==> config.mk <==
export PLATFORM = sky130hd
export DESIGN_NAME = uart_fifo_lin_controller
export DESIGN_NICKNAME = d
export VERILOG_FILES = /design/src/rtl/uart_fifo_lin_pkg.sv /design/src/rtl/uart_fifo_lin_controller.sv
export SDC_FILE = /design/constraint.sdc
export NUM_CORES = 1
export LEC_CHECK = 0
export CORE_ASPECT_RATIO = 2
export CORE_UTILIZATION = 58
export DETAILED_ROUTE_END_ITERATION = 10
export DONT_BUFFER_PORTS = 1
export GPL_TIMING_DRIVEN = 0
export PLACE_DENSITY = 0.76
export SLEW_MARGIN = 30
export SYNTH_ARGS = -nofsm -noshare
export SYNTH_HDL_FRONTEND = slang
export SYNTH_SLANG_ARGS = --single-unit
export TNS_END_PERCENT = 30
==> constraint.sdc <==
create_clock -name clock_i -period 4.1 [get_ports clock_i]
set_input_delay 0.41 -clock clock_i [delete_from_list [all_inputs] [get_ports clock_i]]
set_output_delay 0.41 -clock clock_i [all_outputs]
set_load 0.03 [all_outputs]
==> src/rtl/uart_fifo_lin_pkg.sv <==
// Package: constants and types of the FIFO serial port with LIN break.
// Assumes a byte-wide register port with 16-bit addresses.
package uart_fifo_lin_pkg;
	// ----------------------------------------
	// Register addresses
	// ----------------------------------------
	localparam logic [15:0] ADDR_FIFO = 16'h00A5;
	localparam logic [15:0] ADDR_DATA = 16'h00A6;
	localparam logic [15:0] ADDR_IRQ = 16'h00A7;
	localparam logic [15:0] ADDR_CFG = 16'h00C2;
	localparam logic [15:0] ADDR_LIN_CTRL = 16'hA090;
	localparam logic [15:0] ADDR_LCNT_HI = 16'hA091;
	localparam logic [15:0] ADDR_LCNT_LO = 16'hA092;
	localparam logic [15:0] ADDR_DIV_HI = 16'hA093;
	localparam logic [15:0] ADDR_DIV_LO = 16'hA094;
	// ----------------------------------------
	// Reset values and counts
	// ----------------------------------------
	localparam logic [7:0] REG_RESET = 8'h00;
	localparam logic [15:0] DIV_RESET = 16'h0000;
	localparam logic [3:0] FIFO_DEPTH = 4'hF;
	localparam logic [3:0] RX_FLUSH_CODE = 4'hF;
	localparam logic [3:0] TX_FLUSH_CODE = 4'h0;
	localparam logic [4:0] BREAK_BASE = 5'h0D;
	localparam logic [3:0] CHAR_BASE = 4'h4;
	// ----------------------------------------
	// Field positions
	// ----------------------------------------
	localparam int FLG_TRA = 6;
	localparam int FLG_RDA = 5;
	localparam int FLG_RFO = 4;
	localparam int FLG_RFU = 3;
	localparam int FLG_TFO = 2;
	localparam int FLG_FRAMING_ERROR_FLAG = 1;
	localparam int FLG_TI = 0;
	localparam int LIN_EN_BIT = 7;
	localparam int LIN_MASTER_BIT = 6;
	localparam int LIN_SBK_BIT = 3;
	// ----------------------------------------
	// Types
	// ----------------------------------------
	typedef enum logic [2:0] {TX_IDLE, TX_START, TX_DATA, TX_PAR, TX_STOP, TX_BRK, TX_DELIM}
		tx_state_t;
	typedef enum logic [2:0] {RX_IDLE, RX_START, RX_DATA, RX_PAR, RX_STOP} rx_state_t;
	typedef struct packed {
		logic parity_error_status;
		logic [7:0] data;
	} rx_entry_t;
endpackage : uart_fifo_lin_pkg

==> src/rtl/uart_fifo_lin_controller.sv <==
// FIFO serial port with programmable thresholds and LIN break sending.
// Assumes one 125 MHz clock, a synchronous reset and a byte register port.
// Summary of operation
// - Separate 15-byte transmit and receive queues, each with its own threshold.
// - Own 16-bit baud divider, independent of other timers.
// - Bit rate is clock divided by divider; zero divider is forbidden.
// - Serial enable runs transmit and receive; clear stops the receiver and new queued transmit frames.
// - Stop-bit select gives two stop bits, else one.
// - Length codes 00..11 give 5..8 data bits, parity excluded.
// - Break bit holds serial output low until software clears it.
// - Parity enable turns parity on; read shows head byte parity error.
// - Forced parity sends parity bit as one.
// - Status read gives rx count high, tx count low; writes set thresholds.
// - Receive available when rx count exceeds rx threshold 0..14.
// - Rx threshold code 1111 resets receiver and empties rx queue.
// - Transmit ready when tx count below tx threshold 1..15.
// - Tx threshold code 0000 resets transmitter and empties tx queue.
// - Divider low bits zero with enable clear empties queues, clears overflow and underflow flags.
// - Interrupt needs global enable and individually enabled flag; global resets off.
// - Transmit ready clears itself once count is not below threshold.
// - Receive available also set after idle over threshold times 16 bits.
// - Receive available clears by writing zero when count below threshold.
// - Overflow and underflow flags sticky; write zero or queue reset clears.
// - Framing error flag on bad stop bit; cleared by writing zero.
// - Transmit complete flag when all bytes sent; cleared by writing zero.
// - Data read pops receive queue; data write pushes transmit queue.
// - Ordinary port keeps working while LIN is enabled.
// - Break command sends 13 plus extra dominant bits, one recessive, self-clears.
//
// Added by the designer: the address-and-strobe port.
`timescale 1ns/1ps
`default_nettype none
module uart_fifo_lin_controller (
	// Clock and reset
	input wire logic clock_i,
	input wire logic rst_i,
	// Register port
	input wire logic [15:0] addr_i,
	input wire logic [7:0] wdata_i,
	input wire logic wr_i,
	input wire logic rd_i,
	output logic [7:0] rdata_o,
	// Serial line and interrupt
	input wire logic rx_i,
	output logic tx_o,
	output logic irq_o
);
	import uart_fifo_lin_pkg::*;

	function automatic logic [3:0] inc_ptr(input logic [3:0] p);
		inc_ptr = (p == FIFO_DEPTH - 4'h1) ? 4'h0 : p + 4'h1;
	endfunction : inc_ptr

	function automatic logic par_of(input logic [7:0] d, input logic [1:0] len,
		input logic odd);
		logic [7:0] m;
		m = 8'hFF >> (2'h3 - len);
		par_of = (^(d & m)) ^ odd;
	endfunction : par_of

	// ----------------------------------------
	// Registers
	// ----------------------------------------
	logic [7:0] cfg_ff;
	logic pe_ff;
	logic [3:0] rx_thr_ff, tx_thr_ff;
	logic [15:0] div_ff;
	logic gie_ff;
	logic [6:0] en_ff, flg_ff;
	logic lin_en_ff, lin_master_ff, sbk_ff;
	logic [2:0] brk_extra_ff;
	logic [15:0] lcnt_ff;
	logic [7:0] rdata_ff;
	logic irq_ff, txd_ff;

	wire ser_en = cfg_ff[7];
	wire two_stop = cfg_ff[6];
	wire [1:0] len_sel = cfg_ff[5:4];
	wire brk_bit = cfg_ff[3];
	wire odd_sel = cfg_ff[2];
	wire force_one = cfg_ff[0];
	wire wr_fifo = wr_i && addr_i == ADDR_FIFO;
	wire wr_data = wr_i && addr_i == ADDR_DATA;
	wire wr_irq = wr_i && addr_i == ADDR_IRQ;
	wire rd_data = rd_i && addr_i == ADDR_DATA;
	wire fifo_clr = !ser_en && div_ff[11:0] == 12'h000;
	wire rx_flush = fifo_clr || (wr_fifo && wdata_i[7:4] == RX_FLUSH_CODE);
	wire tx_flush = fifo_clr || (wr_fifo && wdata_i[3:0] == TX_FLUSH_CODE);

	// ----------------------------------------
	// Baud tick
	// ----------------------------------------
	logic [15:0] baud_ff;
	wire tick = baud_ff >= div_ff - 16'h0001;
	always_ff @(posedge clock_i) begin
		if (rst_i || tick)
			baud_ff <= 16'h0000;
		else
			baud_ff <= baud_ff + 16'h0001;
	end

	// ----------------------------------------
	// Queues
	// ----------------------------------------
	logic [7:0] tx_mem [0:14];
	rx_entry_t rx_mem [0:14];
	logic [3:0] tx_wp_ff, tx_rp_ff, tx_cnt_ff, rx_wp_ff, rx_rp_ff, rx_cnt_ff;
	logic tx_pop, rx_push;
	rx_entry_t rx_new;
	// push on write, pop on read
	wire tx_push = wr_data && tx_cnt_ff != FIFO_DEPTH;
	wire rx_pop = rd_data && rx_cnt_ff != 4'h0;
	wire rx_put = rx_push && rx_cnt_ff != FIFO_DEPTH;

	always_ff @(posedge clock_i) begin
		if (tx_push)
			tx_mem[tx_wp_ff] <= wdata_i;
		if (rst_i || tx_flush) begin
			tx_wp_ff <= 4'h0;
			tx_rp_ff <= 4'h0;
			tx_cnt_ff <= 4'h0;
		end else begin
			if (tx_push)
				tx_wp_ff <= inc_ptr(tx_wp_ff);
			if (tx_pop)
				tx_rp_ff <= inc_ptr(tx_rp_ff);
			tx_cnt_ff <= tx_cnt_ff + {3'h0, tx_push} - {3'h0, tx_pop};
		end
	end

	always_ff @(posedge clock_i) begin
		if (rx_put)
			rx_mem[rx_wp_ff] <= rx_new;
		if (rst_i || rx_flush) begin
			rx_wp_ff <= 4'h0;
			rx_rp_ff <= 4'h0;
			rx_cnt_ff <= 4'h0;
		end else begin
			if (rx_put)
				rx_wp_ff <= inc_ptr(rx_wp_ff);
			if (rx_pop)
				rx_rp_ff <= inc_ptr(rx_rp_ff);
			rx_cnt_ff <= rx_cnt_ff + {3'h0, rx_put} - {3'h0, rx_pop};
		end
	end

	// ----------------------------------------
	// Transmitter
	// ----------------------------------------
	tx_state_t tx_st_ff;
	logic [7:0] tx_sh_ff;
	logic tx_par_ff;
	logic [4:0] tx_bit_ff;
	logic tx_done;
	// break only in enabled master mode
	wire brk_go = sbk_ff && lin_en_ff && lin_master_ff;
	assign tx_pop = tx_st_ff == TX_IDLE && tick && !brk_go && ser_en && tx_cnt_ff != 4'h0
		&& !tx_flush;

	always_ff @(posedge clock_i) begin
		tx_done <= 1'b0;
		if (rst_i || tx_flush) begin
			tx_st_ff <= TX_IDLE;
			tx_bit_ff <= 5'h00;
			tx_sh_ff <= 8'h00;
			tx_par_ff <= 1'b0;
		end else if (tick) begin
			case (tx_st_ff)
				TX_IDLE: begin
					tx_bit_ff <= 5'h00;
					if (brk_go)
						tx_st_ff <= TX_BRK;
					else if (tx_pop) begin
						tx_sh_ff <= tx_mem[tx_rp_ff];
						tx_par_ff <= par_of(tx_mem[tx_rp_ff], len_sel, odd_sel);
						tx_st_ff <= TX_START;
					end
				end
				TX_START: tx_st_ff <= TX_DATA;
				TX_DATA: begin
					tx_sh_ff <= tx_sh_ff >> 1;
					tx_bit_ff <= tx_bit_ff + 5'h01;
					if (tx_bit_ff[3:0] == CHAR_BASE + {2'h0, len_sel}) begin
						tx_bit_ff <= 5'h00;
						tx_st_ff <= pe_ff ? TX_PAR : TX_STOP;
					end
				end
				TX_PAR: tx_st_ff <= TX_STOP;
				TX_STOP: begin
					tx_bit_ff <= 5'h01;
					if (!two_stop || tx_bit_ff[0]) begin
						tx_st_ff <= TX_IDLE;
						tx_done <= tx_cnt_ff == 4'h0;
					end
				end
				TX_BRK: begin
					tx_bit_ff <= tx_bit_ff + 5'h01;
					if (tx_bit_ff == BREAK_BASE + {2'h0, brk_extra_ff} - 5'h01)
						tx_st_ff <= TX_DELIM;
				end
				TX_DELIM: tx_st_ff <= TX_IDLE;
				default: tx_st_ff <= TX_IDLE;
			endcase
		end
	end

	logic line;
	always_comb begin
		case (tx_st_ff)
			TX_START, TX_BRK: line = 1'b0;
			TX_DATA: line = tx_sh_ff[0];
			TX_PAR: line = force_one | tx_par_ff;
			default: line = 1'b1;
		endcase
	end

	always_ff @(posedge clock_i) begin
		if (rst_i)
			txd_ff <= 1'b1;
		else
			txd_ff <= brk_bit ? 1'b0 : line;
	end

	// ----------------------------------------
	// Receiver
	// ----------------------------------------
	logic rx_m_ff, rxd_ff;
	rx_state_t rx_st_ff;
	logic [15:0] rx_tmr_ff;
	logic [3:0] rx_bit_ff;
	logic [7:0] rx_sh_ff;
	logic rx_par_ff;
	always_ff @(posedge clock_i) begin
		if (rst_i) begin
			rx_m_ff <= 1'b1;
			rxd_ff <= 1'b1;
		end else begin
			rx_m_ff <= rx_i;
			rxd_ff <= rx_m_ff;
		end
	end

	wire rx_smp = rx_st_ff != RX_IDLE && rx_tmr_ff == 16'h0000;
	assign rx_push = rx_st_ff == RX_STOP && rx_smp;
	wire [7:0] rx_data = rx_sh_ff >> (2'h3 - len_sel);
	// parity check; forced parity expects a one
	assign rx_new = '{parity_error_status: pe_ff && (force_one ? !rx_par_ff
		: rx_par_ff != par_of(rx_data, len_sel, odd_sel)), data: rx_data};

	always_ff @(posedge clock_i) begin
		if (rst_i || rx_flush || !ser_en) begin
			rx_st_ff <= RX_IDLE;
			rx_tmr_ff <= 16'h0000;
			rx_bit_ff <= 4'h0;
			rx_sh_ff <= 8'h00;
			rx_par_ff <= 1'b0;
		end else if (rx_st_ff == RX_IDLE) begin
			rx_bit_ff <= 4'h0;
			if (!rxd_ff) begin
				rx_st_ff <= RX_START;
				rx_tmr_ff <= div_ff >> 1;
			end
		end else if (!rx_smp)
			rx_tmr_ff <= rx_tmr_ff - 16'h0001;
		else begin
			rx_tmr_ff <= div_ff - 16'h0001;
			case (rx_st_ff)
				RX_START: rx_st_ff <= rxd_ff ? RX_IDLE : RX_DATA;
				RX_DATA: begin
					rx_sh_ff <= {rxd_ff, rx_sh_ff[7:1]};
					rx_bit_ff <= rx_bit_ff + 4'h1;
					if (rx_bit_ff == CHAR_BASE + {2'h0, len_sel})
						rx_st_ff <= pe_ff ? RX_PAR : RX_STOP;
				end
				RX_PAR: begin
					rx_par_ff <= rxd_ff;
					rx_st_ff <= RX_STOP;
				end
				default: rx_st_ff <= RX_IDLE;
			endcase
		end
	end

	logic [7:0] idle_ff;
	always_ff @(posedge clock_i) begin
		if (rst_i || rx_st_ff != RX_IDLE || !rxd_ff)
			idle_ff <= 8'h00;
		else if (tick && idle_ff != 8'hFF)
			idle_ff <= idle_ff + 8'h01;
	end
	// One pulse as the limit is passed, so a clearing write can stick
	wire idle_hit = tick && rx_st_ff == RX_IDLE && rxd_ff && idle_ff == {rx_thr_ff, 4'h0}
		&& rx_cnt_ff != 4'h0 && rx_cnt_ff < rx_thr_ff;

	// ----------------------------------------
	// Flags and interrupt
	// ----------------------------------------
	logic [6:0] set_v;
	always_comb begin
		set_v = 7'h00;
		set_v[FLG_RDA] = rx_cnt_ff > rx_thr_ff || idle_hit;
		set_v[FLG_RFO] = rx_push && rx_cnt_ff == FIFO_DEPTH;
		set_v[FLG_RFU] = rd_data && rx_cnt_ff == 4'h0;
		set_v[FLG_TFO] = wr_data && tx_cnt_ff == FIFO_DEPTH;
		set_v[FLG_FRAMING_ERROR_FLAG] = rx_push && !rxd_ff;
		set_v[FLG_TI] = tx_done;
	end

	always_ff @(posedge clock_i) begin
		if (rst_i) begin
			flg_ff <= 7'h00;
			en_ff <= 7'h00;
			gie_ff <= 1'b0;
		end else begin
			for (int i = 0; i < 7; i++) begin
				// Set wins over a clearing write
				if (set_v[i])
					flg_ff[i] <= 1'b1;
				else if (wr_irq && !wdata_i[i] && (i != FLG_RDA || rx_cnt_ff < rx_thr_ff))
					flg_ff[i] <= 1'b0;
			end
			if (fifo_clr) begin
				flg_ff[FLG_RFO] <= set_v[FLG_RFO];
				flg_ff[FLG_RFU] <= set_v[FLG_RFU];
				flg_ff[FLG_TFO] <= set_v[FLG_TFO];
			end
			flg_ff[FLG_TRA] <= tx_cnt_ff < tx_thr_ff;
			if (wr_irq) begin
				gie_ff <= wdata_i[7];
				en_ff <= wdata_i[6:0];
			end
		end
	end

	always_ff @(posedge clock_i) begin
		if (rst_i)
			irq_ff <= 1'b0;
		else
			irq_ff <= gie_ff && |(flg_ff & en_ff);
	end

	// ----------------------------------------
	// Configuration writes
	// ----------------------------------------
	// reset defaults
	always_ff @(posedge clock_i) begin
		if (rst_i) begin
			cfg_ff <= REG_RESET;
			pe_ff <= 1'b0;
			rx_thr_ff <= 4'h0;
			tx_thr_ff <= 4'h0;
			div_ff <= DIV_RESET;
		end else if (wr_i) begin
			case (addr_i)
				ADDR_CFG: begin
					cfg_ff <= wdata_i;
					pe_ff <= wdata_i[1];
				end
				ADDR_FIFO: begin
					if (wdata_i[7:4] != RX_FLUSH_CODE)
						rx_thr_ff <= wdata_i[7:4];
					if (wdata_i[3:0] != TX_FLUSH_CODE)
						tx_thr_ff <= wdata_i[3:0];
				end
				ADDR_DIV_HI: div_ff[15:8] <= wdata_i;
				ADDR_DIV_LO: div_ff[7:0] <= wdata_i;
				default: ;
			endcase
		end
	end

	always_ff @(posedge clock_i) begin
		if (rst_i) begin
			lin_en_ff <= 1'b0;
			lin_master_ff <= 1'b0;
			sbk_ff <= 1'b0;
			brk_extra_ff <= 3'h0;
		end else begin
			if (wr_i && addr_i == ADDR_LIN_CTRL) begin
				lin_en_ff <= wdata_i[LIN_EN_BIT];
				if (!lin_en_ff)
					lin_master_ff <= wdata_i[LIN_MASTER_BIT];
				brk_extra_ff <= wdata_i[2:0];
			end
			if (wr_i && addr_i == ADDR_LIN_CTRL && wdata_i[LIN_SBK_BIT])
				sbk_ff <= 1'b1;
			else if (!lin_en_ff || (tx_st_ff == TX_DELIM && tick))
				sbk_ff <= 1'b0;
		end
	end

	// Counts baud ticks; cleared by break start and queue clear
	always_ff @(posedge clock_i) begin
		if (rst_i || fifo_clr || (tx_st_ff == TX_IDLE && tick && brk_go))
			lcnt_ff <= 16'h0000;
		else if (tick)
			lcnt_ff <= lcnt_ff + 16'h0001;
	end

	// ----------------------------------------
	// Read port
	// ----------------------------------------
	always_ff @(posedge clock_i) begin
		if (rst_i)
			rdata_ff <= 8'h00;
		else if (rd_i) begin
			case (addr_i)
				ADDR_CFG: rdata_ff <= {cfg_ff[7:2], rx_mem[rx_rp_ff].parity_error_status && rx_cnt_ff != 4'h0,
					cfg_ff[0]};
				ADDR_FIFO: rdata_ff <= {rx_cnt_ff, tx_cnt_ff};
				ADDR_IRQ: rdata_ff <= {gie_ff, flg_ff};
				ADDR_DATA: rdata_ff <= rx_cnt_ff != 4'h0 ? rx_mem[rx_rp_ff].data : 8'h00;
				ADDR_LIN_CTRL: rdata_ff <= {lin_en_ff, lin_master_ff, 2'h0, sbk_ff, brk_extra_ff};
				ADDR_LCNT_HI: rdata_ff <= lcnt_ff[15:8];
				ADDR_LCNT_LO: rdata_ff <= lcnt_ff[7:0];
				default: rdata_ff <= 8'h00;
			endcase
		end
	end

	assign rdata_o = rdata_ff;
	assign tx_o = txd_ff;
	assign irq_o = irq_ff;

	// ----------------------------------------
	// Assertions
	// ----------------------------------------
	brk_low_a: assert property (@(posedge clock_i) disable iff (rst_i)
		brk_bit |=> !tx_o) else $error("break bit did not hold line low");
	irq_gate_a: assert property (@(posedge clock_i) disable iff (rst_i)
		!gie_ff |=> !irq_o) else $error("interrupt without global enable");
	rx_flush_a: assert property (@(posedge clock_i) disable iff (rst_i)
		(wr_fifo && wdata_i[7:4] == 4'hF) |=> rx_cnt_ff == 4'h0) else $error("rx not flushed");
	tx_flush_a: assert property (@(posedge clock_i) disable iff (rst_i)
		(wr_fifo && wdata_i[3:0] == 4'h0) |=> tx_cnt_ff == 4'h0 && tx_st_ff == TX_IDLE)
		else $error("tx not flushed");
	fifo_clear_a: assert property (@(posedge clock_i) disable iff (rst_i)
		fifo_clr && !wr_data && !rd_data |=> !flg_ff[FLG_RFO] && !flg_ff[FLG_TFO]
		&& rx_cnt_ff == 4'h0) else $error("queue clear incomplete");
	tra_level_a: assert property (@(posedge clock_i) disable iff (rst_i)
		##1 flg_ff[FLG_TRA] == $past(tx_cnt_ff < tx_thr_ff)) else $error("tx ready wrong");
	frame_err_a: assert property (@(posedge clock_i) disable iff (rst_i)
		rx_push && !rxd_ff |=> flg_ff[FLG_FRAMING_ERROR_FLAG]) else $error("framing error missed");
	forced_par_a: assert property (@(posedge clock_i) disable iff (rst_i)
		tx_st_ff == TX_PAR && force_one && !brk_bit |=> tx_o) else $error("parity not one");
	rda_set_a: assert property (@(posedge clock_i) disable iff (rst_i)
		rx_cnt_ff > rx_thr_ff |=> flg_ff[FLG_RDA]) else $error("rx available missed");
endmodule : uart_fifo_lin_controller
`default_nettype wire

==> run_summary.xml <==
<?xml version="1.0" encoding="UTF-8"?>
<metrics>
  <group name="critical_path">
    <metric name="startpoint_types" unit="">flop</metric>
    <metric name="crit_arrival" unit="ps">4540</metric>
    <metric name="cpMaxStageDelayCell" unit="">sky130_fd_sc_hd__or4_4</metric>
    <metric name="setup.worst_path.end_class" unit="">flop</metric>
    <metric name="path_cells" unit="">nor4_4 &gt; nand2_2 &gt; or2_1 &gt; or4_4 &gt; xor2_4 &gt; ha_4 &gt; and4_4 &gt; o31ai_4 &gt; a21o_4 &gt; buf_8 &gt; a21oi_4 &gt; and2_4 &gt; ha_4 &gt; inv_2 &gt; ha_4 &gt; fa_2 &gt; and3_1</metric>
    <metric name="worst-path-max-fanout" unit="">3</metric>
    <metric name="most_frequent_cell_on_the_critical_path" unit="">sky130_fd_sc_hd__ha_4</metric>
    <metric name="critPathKind" unit="">flop to flop</metric>
    <metric name="buffers_plus_inverters_on_the_worst_setup_path" unit="">2</metric>
    <metric name="critPathMaxStageDelay" unit="ps">520</metric>
    <metric name="cp.required" unit="ps">4550</metric>
    <metric name="crit_family" unit="">simple AND/OR/NAND/NOR gates</metric>
  </group>
  <group name="run">
    <metric name="cap_violations" unit="">0</metric>
  </group>
  <group name="clock_network">
    <metric name="cts_made_buffers" unit="">39</metric>
    <metric name="clock_sink_count" unit="">442</metric>
    <metric name="clk_latency" unit="ps">560</metric>
    <metric name="clock_path_buffers" unit="">3</metric>
    <metric name="tritoncts_clock_tree" unit="">built</metric>
    <metric name="cts_root_buffer" unit="">sky130_fd_sc_hd__clkbuf_16</metric>
    <metric name="cts_htree_levels" unit="">2</metric>
    <metric name="clock_input_transition_at_the_sequential_cells_of_the_worst_setup_and_hold_paths" unit="ps">70</metric>
  </group>
  <group name="grt">
    <metric name="grt.total_usage" unit="">0.3107</metric>
    <metric name="globalRoute.totalOverflow" unit="">0</metric>
    <metric name="number_of_antenna_violations_at_the_first_check_in_global_routing" unit="">1</metric>
    <metric name="grt_pass1_vias" unit="">14620</metric>
    <metric name="met1_demand_to_capacity_share_in_global_routing" unit="">0.2812</metric>
    <metric name="global_route.usage.met3" unit="">0.05680</metric>
    <metric name="grt_start_max_net_pins" unit="">20</metric>
    <metric name="busiest_layer" unit="">met2</metric>
    <metric name="grtUsageMet2" unit="">0.5747</metric>
    <metric name="grt_first_pass_wirelength" unit="mm">81.44</metric>
  </group>
  <group name="power_and_ir_drop">
    <metric name="clock_share_of_power" unit="">0.456</metric>
    <metric name="static_leakage" unit="nW">7.423</metric>
    <metric name="pwr-share-seq" unit="">0.532</metric>
    <metric name="netSwitchingFraction" unit="">0.2016</metric>
    <metric name="switching_power" unit="mW">1.769</metric>
    <metric name="vdd_drop_max" unit="V">0.0004211</metric>
    <metric name="power_density" unit="nW/um2">388.2</metric>
    <metric name="post-layout-total-power" unit="mW">8.773</metric>
    <metric name="combinational_power_share" unit="">0.012</metric>
    <metric name="cellInternalPower" unit="mW">7.005</metric>
  </group>
  <group name="synth">
    <metric name="synth_enable_flop_cells" unit="">255</metric>
    <metric name="postSynthRegisterBits" unit="">442</metric>
    <metric name="syn-instance-count" unit="">1684</metric>
    <metric name="yosys.cell_count.top_type" unit="">sky130_fd_sc_hd__edfxtp_1</metric>
    <metric name="post_synth_main_area_contributors" unit="">sky130_fd_sc_hd__edfxtp_1 38%, sky130_fd_sc_hd__dfxtp_1 19%, sky130_fd_sc_hd__mux4_2 6.5%</metric>
    <metric name="yosys-top-cells-count" unit="">255 x sky130_fd_sc_hd__edfxtp_1, 187 x sky130_fd_sc_hd__dfxtp_1, 175 x sky130_fd_sc_hd__nor2_1</metric>
    <metric name="yosys.cell_types.count" unit="">76</metric>
    <metric name="synth_top_area_cell" unit="">sky130_fd_sc_hd__edfxtp_1</metric>
    <metric name="nets_in_the_synthesized_netlist" unit="">1758</metric>
    <metric name="synthArstFlopShare" unit="">0</metric>
    <metric name="synth-seq-area-share" unit="">0.5699</metric>
    <metric name="ys.warnings.count" unit="">0</metric>
    <metric name="synth_top_area_frac" unit="">0.3827</metric>
    <metric name="synthFlopType" unit="">sky130_fd_sc_hd__edfxtp_1</metric>
    <metric name="post_synth.cell_area_avg" unit="um2">11.88</metric>
    <metric name="mapped_cell_area" unit="um2">20010</metric>
  </group>
  <group name="route">
    <metric name="routed-via-count" unit="">14128</metric>
    <metric name="drcViolationCount" unit="">0</metric>
    <metric name="drt-wirelength-per-cell" unit="um">24.20</metric>
    <metric name="ant_nets" unit="">0</metric>
    <metric name="drt_iter0_markers" unit="">1076</metric>
    <metric name="drt_pre_antenna_iters" unit="">5</metric>
    <metric name="totalWireLength" unit="mm">53.87</metric>
    <metric name="vias_per_cell" unit="">6.347</metric>
  </group>
  <group name="floorplan">
    <metric name="floorplan.die_area" unit="um2">35290</metric>
    <metric name="ioPinCount" unit="">39</metric>
    <metric name="core.rowCount" unit="">95</metric>
    <metric name="fp.coreArea" unit="um2">33760</metric>
    <metric name="chipHeight" unit="um">264.7</metric>
    <metric name="initial_utilization" unit="">0.5927</metric>
    <metric name="dieWidth" unit="um">133.3</metric>
  </group>
  <group name="outcome">
    <metric name="outcome" unit="">finished, final reports clean</metric>
  </group>
  <group name="finish">
    <metric name="fillCellCount" unit="">2394</metric>
    <metric name="finalCoreUtilization" unit="">0.6694</metric>
    <metric name="sequential_cell_area" unit="um2">11410</metric>
    <metric name="layout-area-overhead-vs-synth" unit="%">12.95</metric>
    <metric name="nets" unit="">1830</metric>
    <metric name="drive_gt1_frac" unit="">0.1421</metric>
    <metric name="area_of_the_multi_input_gates" unit="um2">8419</metric>
  </group>
  <group name="min_path">
    <metric name="worst_hold_path_type" unit="">primary input to flop</metric>
  </group>
  <group name="placement">
    <metric name="globalplace.congestion" unit="">0.9335</metric>
    <metric name="detailedPlacementHpwl" unit="mm">38.37</metric>
    <metric name="io_buffer_count" unit="">0</metric>
    <metric name="detailedPlace.worstSlack" unit="ps">-877.4</metric>
  </group>
  <group name="timing">
    <metric name="final.setup.worst_slack" unit="ps">16.31</metric>
    <metric name="timing_max_transition_violations_final" unit="">0</metric>
    <metric name="unrepaired_setup_endpoints_after_global_routing" unit="">yes</metric>
    <metric name="final.setup.tns" unit="ps">0</metric>
    <metric name="finalHoldViolCount" unit="">0</metric>
    <metric name="worst_clock_skew" unit="ps">22.00</metric>
    <metric name="achievable-frequency" unit="MHz">244.9</metric>
    <metric name="worst-slew-pin-transition" unit="ps">1036</metric>
    <metric name="part_of_the_cycle_the_worst_path_needs" unit="">0.9960</metric>
    <metric name="fin_crit" unit="ps">4084</metric>
    <metric name="timing.max_slew.rel_slack" unit="">0.3068</metric>
    <metric name="timing.hold.ws" unit="ps">20.26</metric>
    <metric name="timing.final.setup_violations" unit="">0</metric>
  </group>
</metrics>
==> layout by cell type (no fill, tap or decap), types with 14 or more instances in the layout <==
cell type                   count
sky130_fd_sc_hd__edfxtp_1     255
sky130_fd_sc_hd__dfxtp_1      181
sky130_fd_sc_hd__nor2_1       164
sky130_fd_sc_hd__nand2_1      143
sky130_fd_sc_hd__a21oi_1       96
sky130_fd_sc_hd__mux2i_1       66
sky130_fd_sc_hd__clkbuf_1      63
sky130_fd_sc_hd__mux4_2        58
sky130_fd_sc_hd__xnor2_1       50
sky130_fd_sc_hd__o21ai_0       49
sky130_fd_sc_hd__inv_1         45
sky130_fd_sc_hd__clkbuf_16     40
sky130_fd_sc_hd__nand3_1       38
sky130_fd_sc_hd__ha_1          38
sky130_fd_sc_hd__nand2b_1      27
sky130_fd_sc_hd__a211oi_1      25
sky130_fd_sc_hd__nor3_1        24
sky130_fd_sc_hd__xor2_1        23
sky130_fd_sc_hd__buf_4         23
sky130_fd_sc_hd__a31oi_1       22
sky130_fd_sc_hd__nand4_1       17
sky130_fd_sc_hd__and3_1        16
sky130_fd_sc_hd__nor2b_1       14
sky130_fd_sc_hd__a21o_1        14
==> final timing paths <==
kind                    from      endpoint  slack (ps)  depth (start not counted)
setup / recovery   div_ff[3]  tx_cnt_ff[1]          20                         17
hold / removal    wdata_i[5]      en_ff[5]          20                          2
setup reg to reg   div_ff[3]  tx_cnt_ff[1]          20                         17
hold reg to reg      rx_m_ff        rxd_ff         430                          1
==> final cells by class <==
type                            count  share of cell area
Timing Repair Buffer               31             0.01141
Multi-Input combinational cell   1110              0.3726
Clock inverter                     24             0.01412
Inverter                           48            0.007973
Sequential cell                   442              0.5051
Buffer                             84             0.01700
Clock buffer                       48             0.04740
Antenna cell                        3           0.0003322
Tap cell                          436             0.02414
==> per-stage QoR <==
stage,std cells,instance area (um2)
floorplan,1684,20030
global placement,2120,20580
detailed placement,2125,20690
CTS,2221,22450
global route,2225,22600
finish,2226,22600
==> state kept, by name, indices dropped and copies added (netlist names), 5 cells and up, named ones only <==
name,flops
baud_ff,16
cfg_ff,8
div_ff,16
en_ff,7
flg_ff,7
idle_ff,8
lcnt_ff,16
rdata_o,8
rx_mem,135
rx_sh_ff,8
rx_tmr_ff,16
tx_bit_ff,5
tx_mem,120
tx_sh_ff,8
==> layer usage <==
metal	up-vias	wire, um
met5	-	0
met4	0	5353
met3	278	3299
met2	638	28670
met1	6830	16550
li1	6382	-
==> logic make-up (layout without fill, tap and decap cells) <==
group / Yosys count / after routing / synth area share
AOI/OAI and AO/OA: 293 / 293 / 0.09206
buffers and inverters: 132 / 235 / 0.02695
other: 0 / 3 / 0
DFF: 442 / 442 / 0.5699
and+or+nand+nor: 548 / 548 / 0.1319
adders and majority gates: 45 / 45 / 0.02889
muxes: 143 / 143 / 0.1134
xor gates and xnor gates: 81 / 81 / 0.03690
==> power groups by stage <==
stage	clock network, mW	registers [mW]	logic (mW)
after floorplan	0	4.76	0.0476
after global placement	0	4.77	0.0678
after detailed placement	0	4.77	0.0692
after CTS	4.03	4.67	0.101
after global routing	4.19	4.66	0.110
final	4.00	4.67	0.104
==> repair_timing <==
action                     in CTS  in global routing
hold endpoints to repair      131                  0
setup buffers                  14                  2
gates resized for setup        35                 26
cloned                          0                  0
setup endpoints to repair      55                 31
hold buffers                   10                  0
pin swaps                       8                 10
Power figures use the tool's default switching activity.
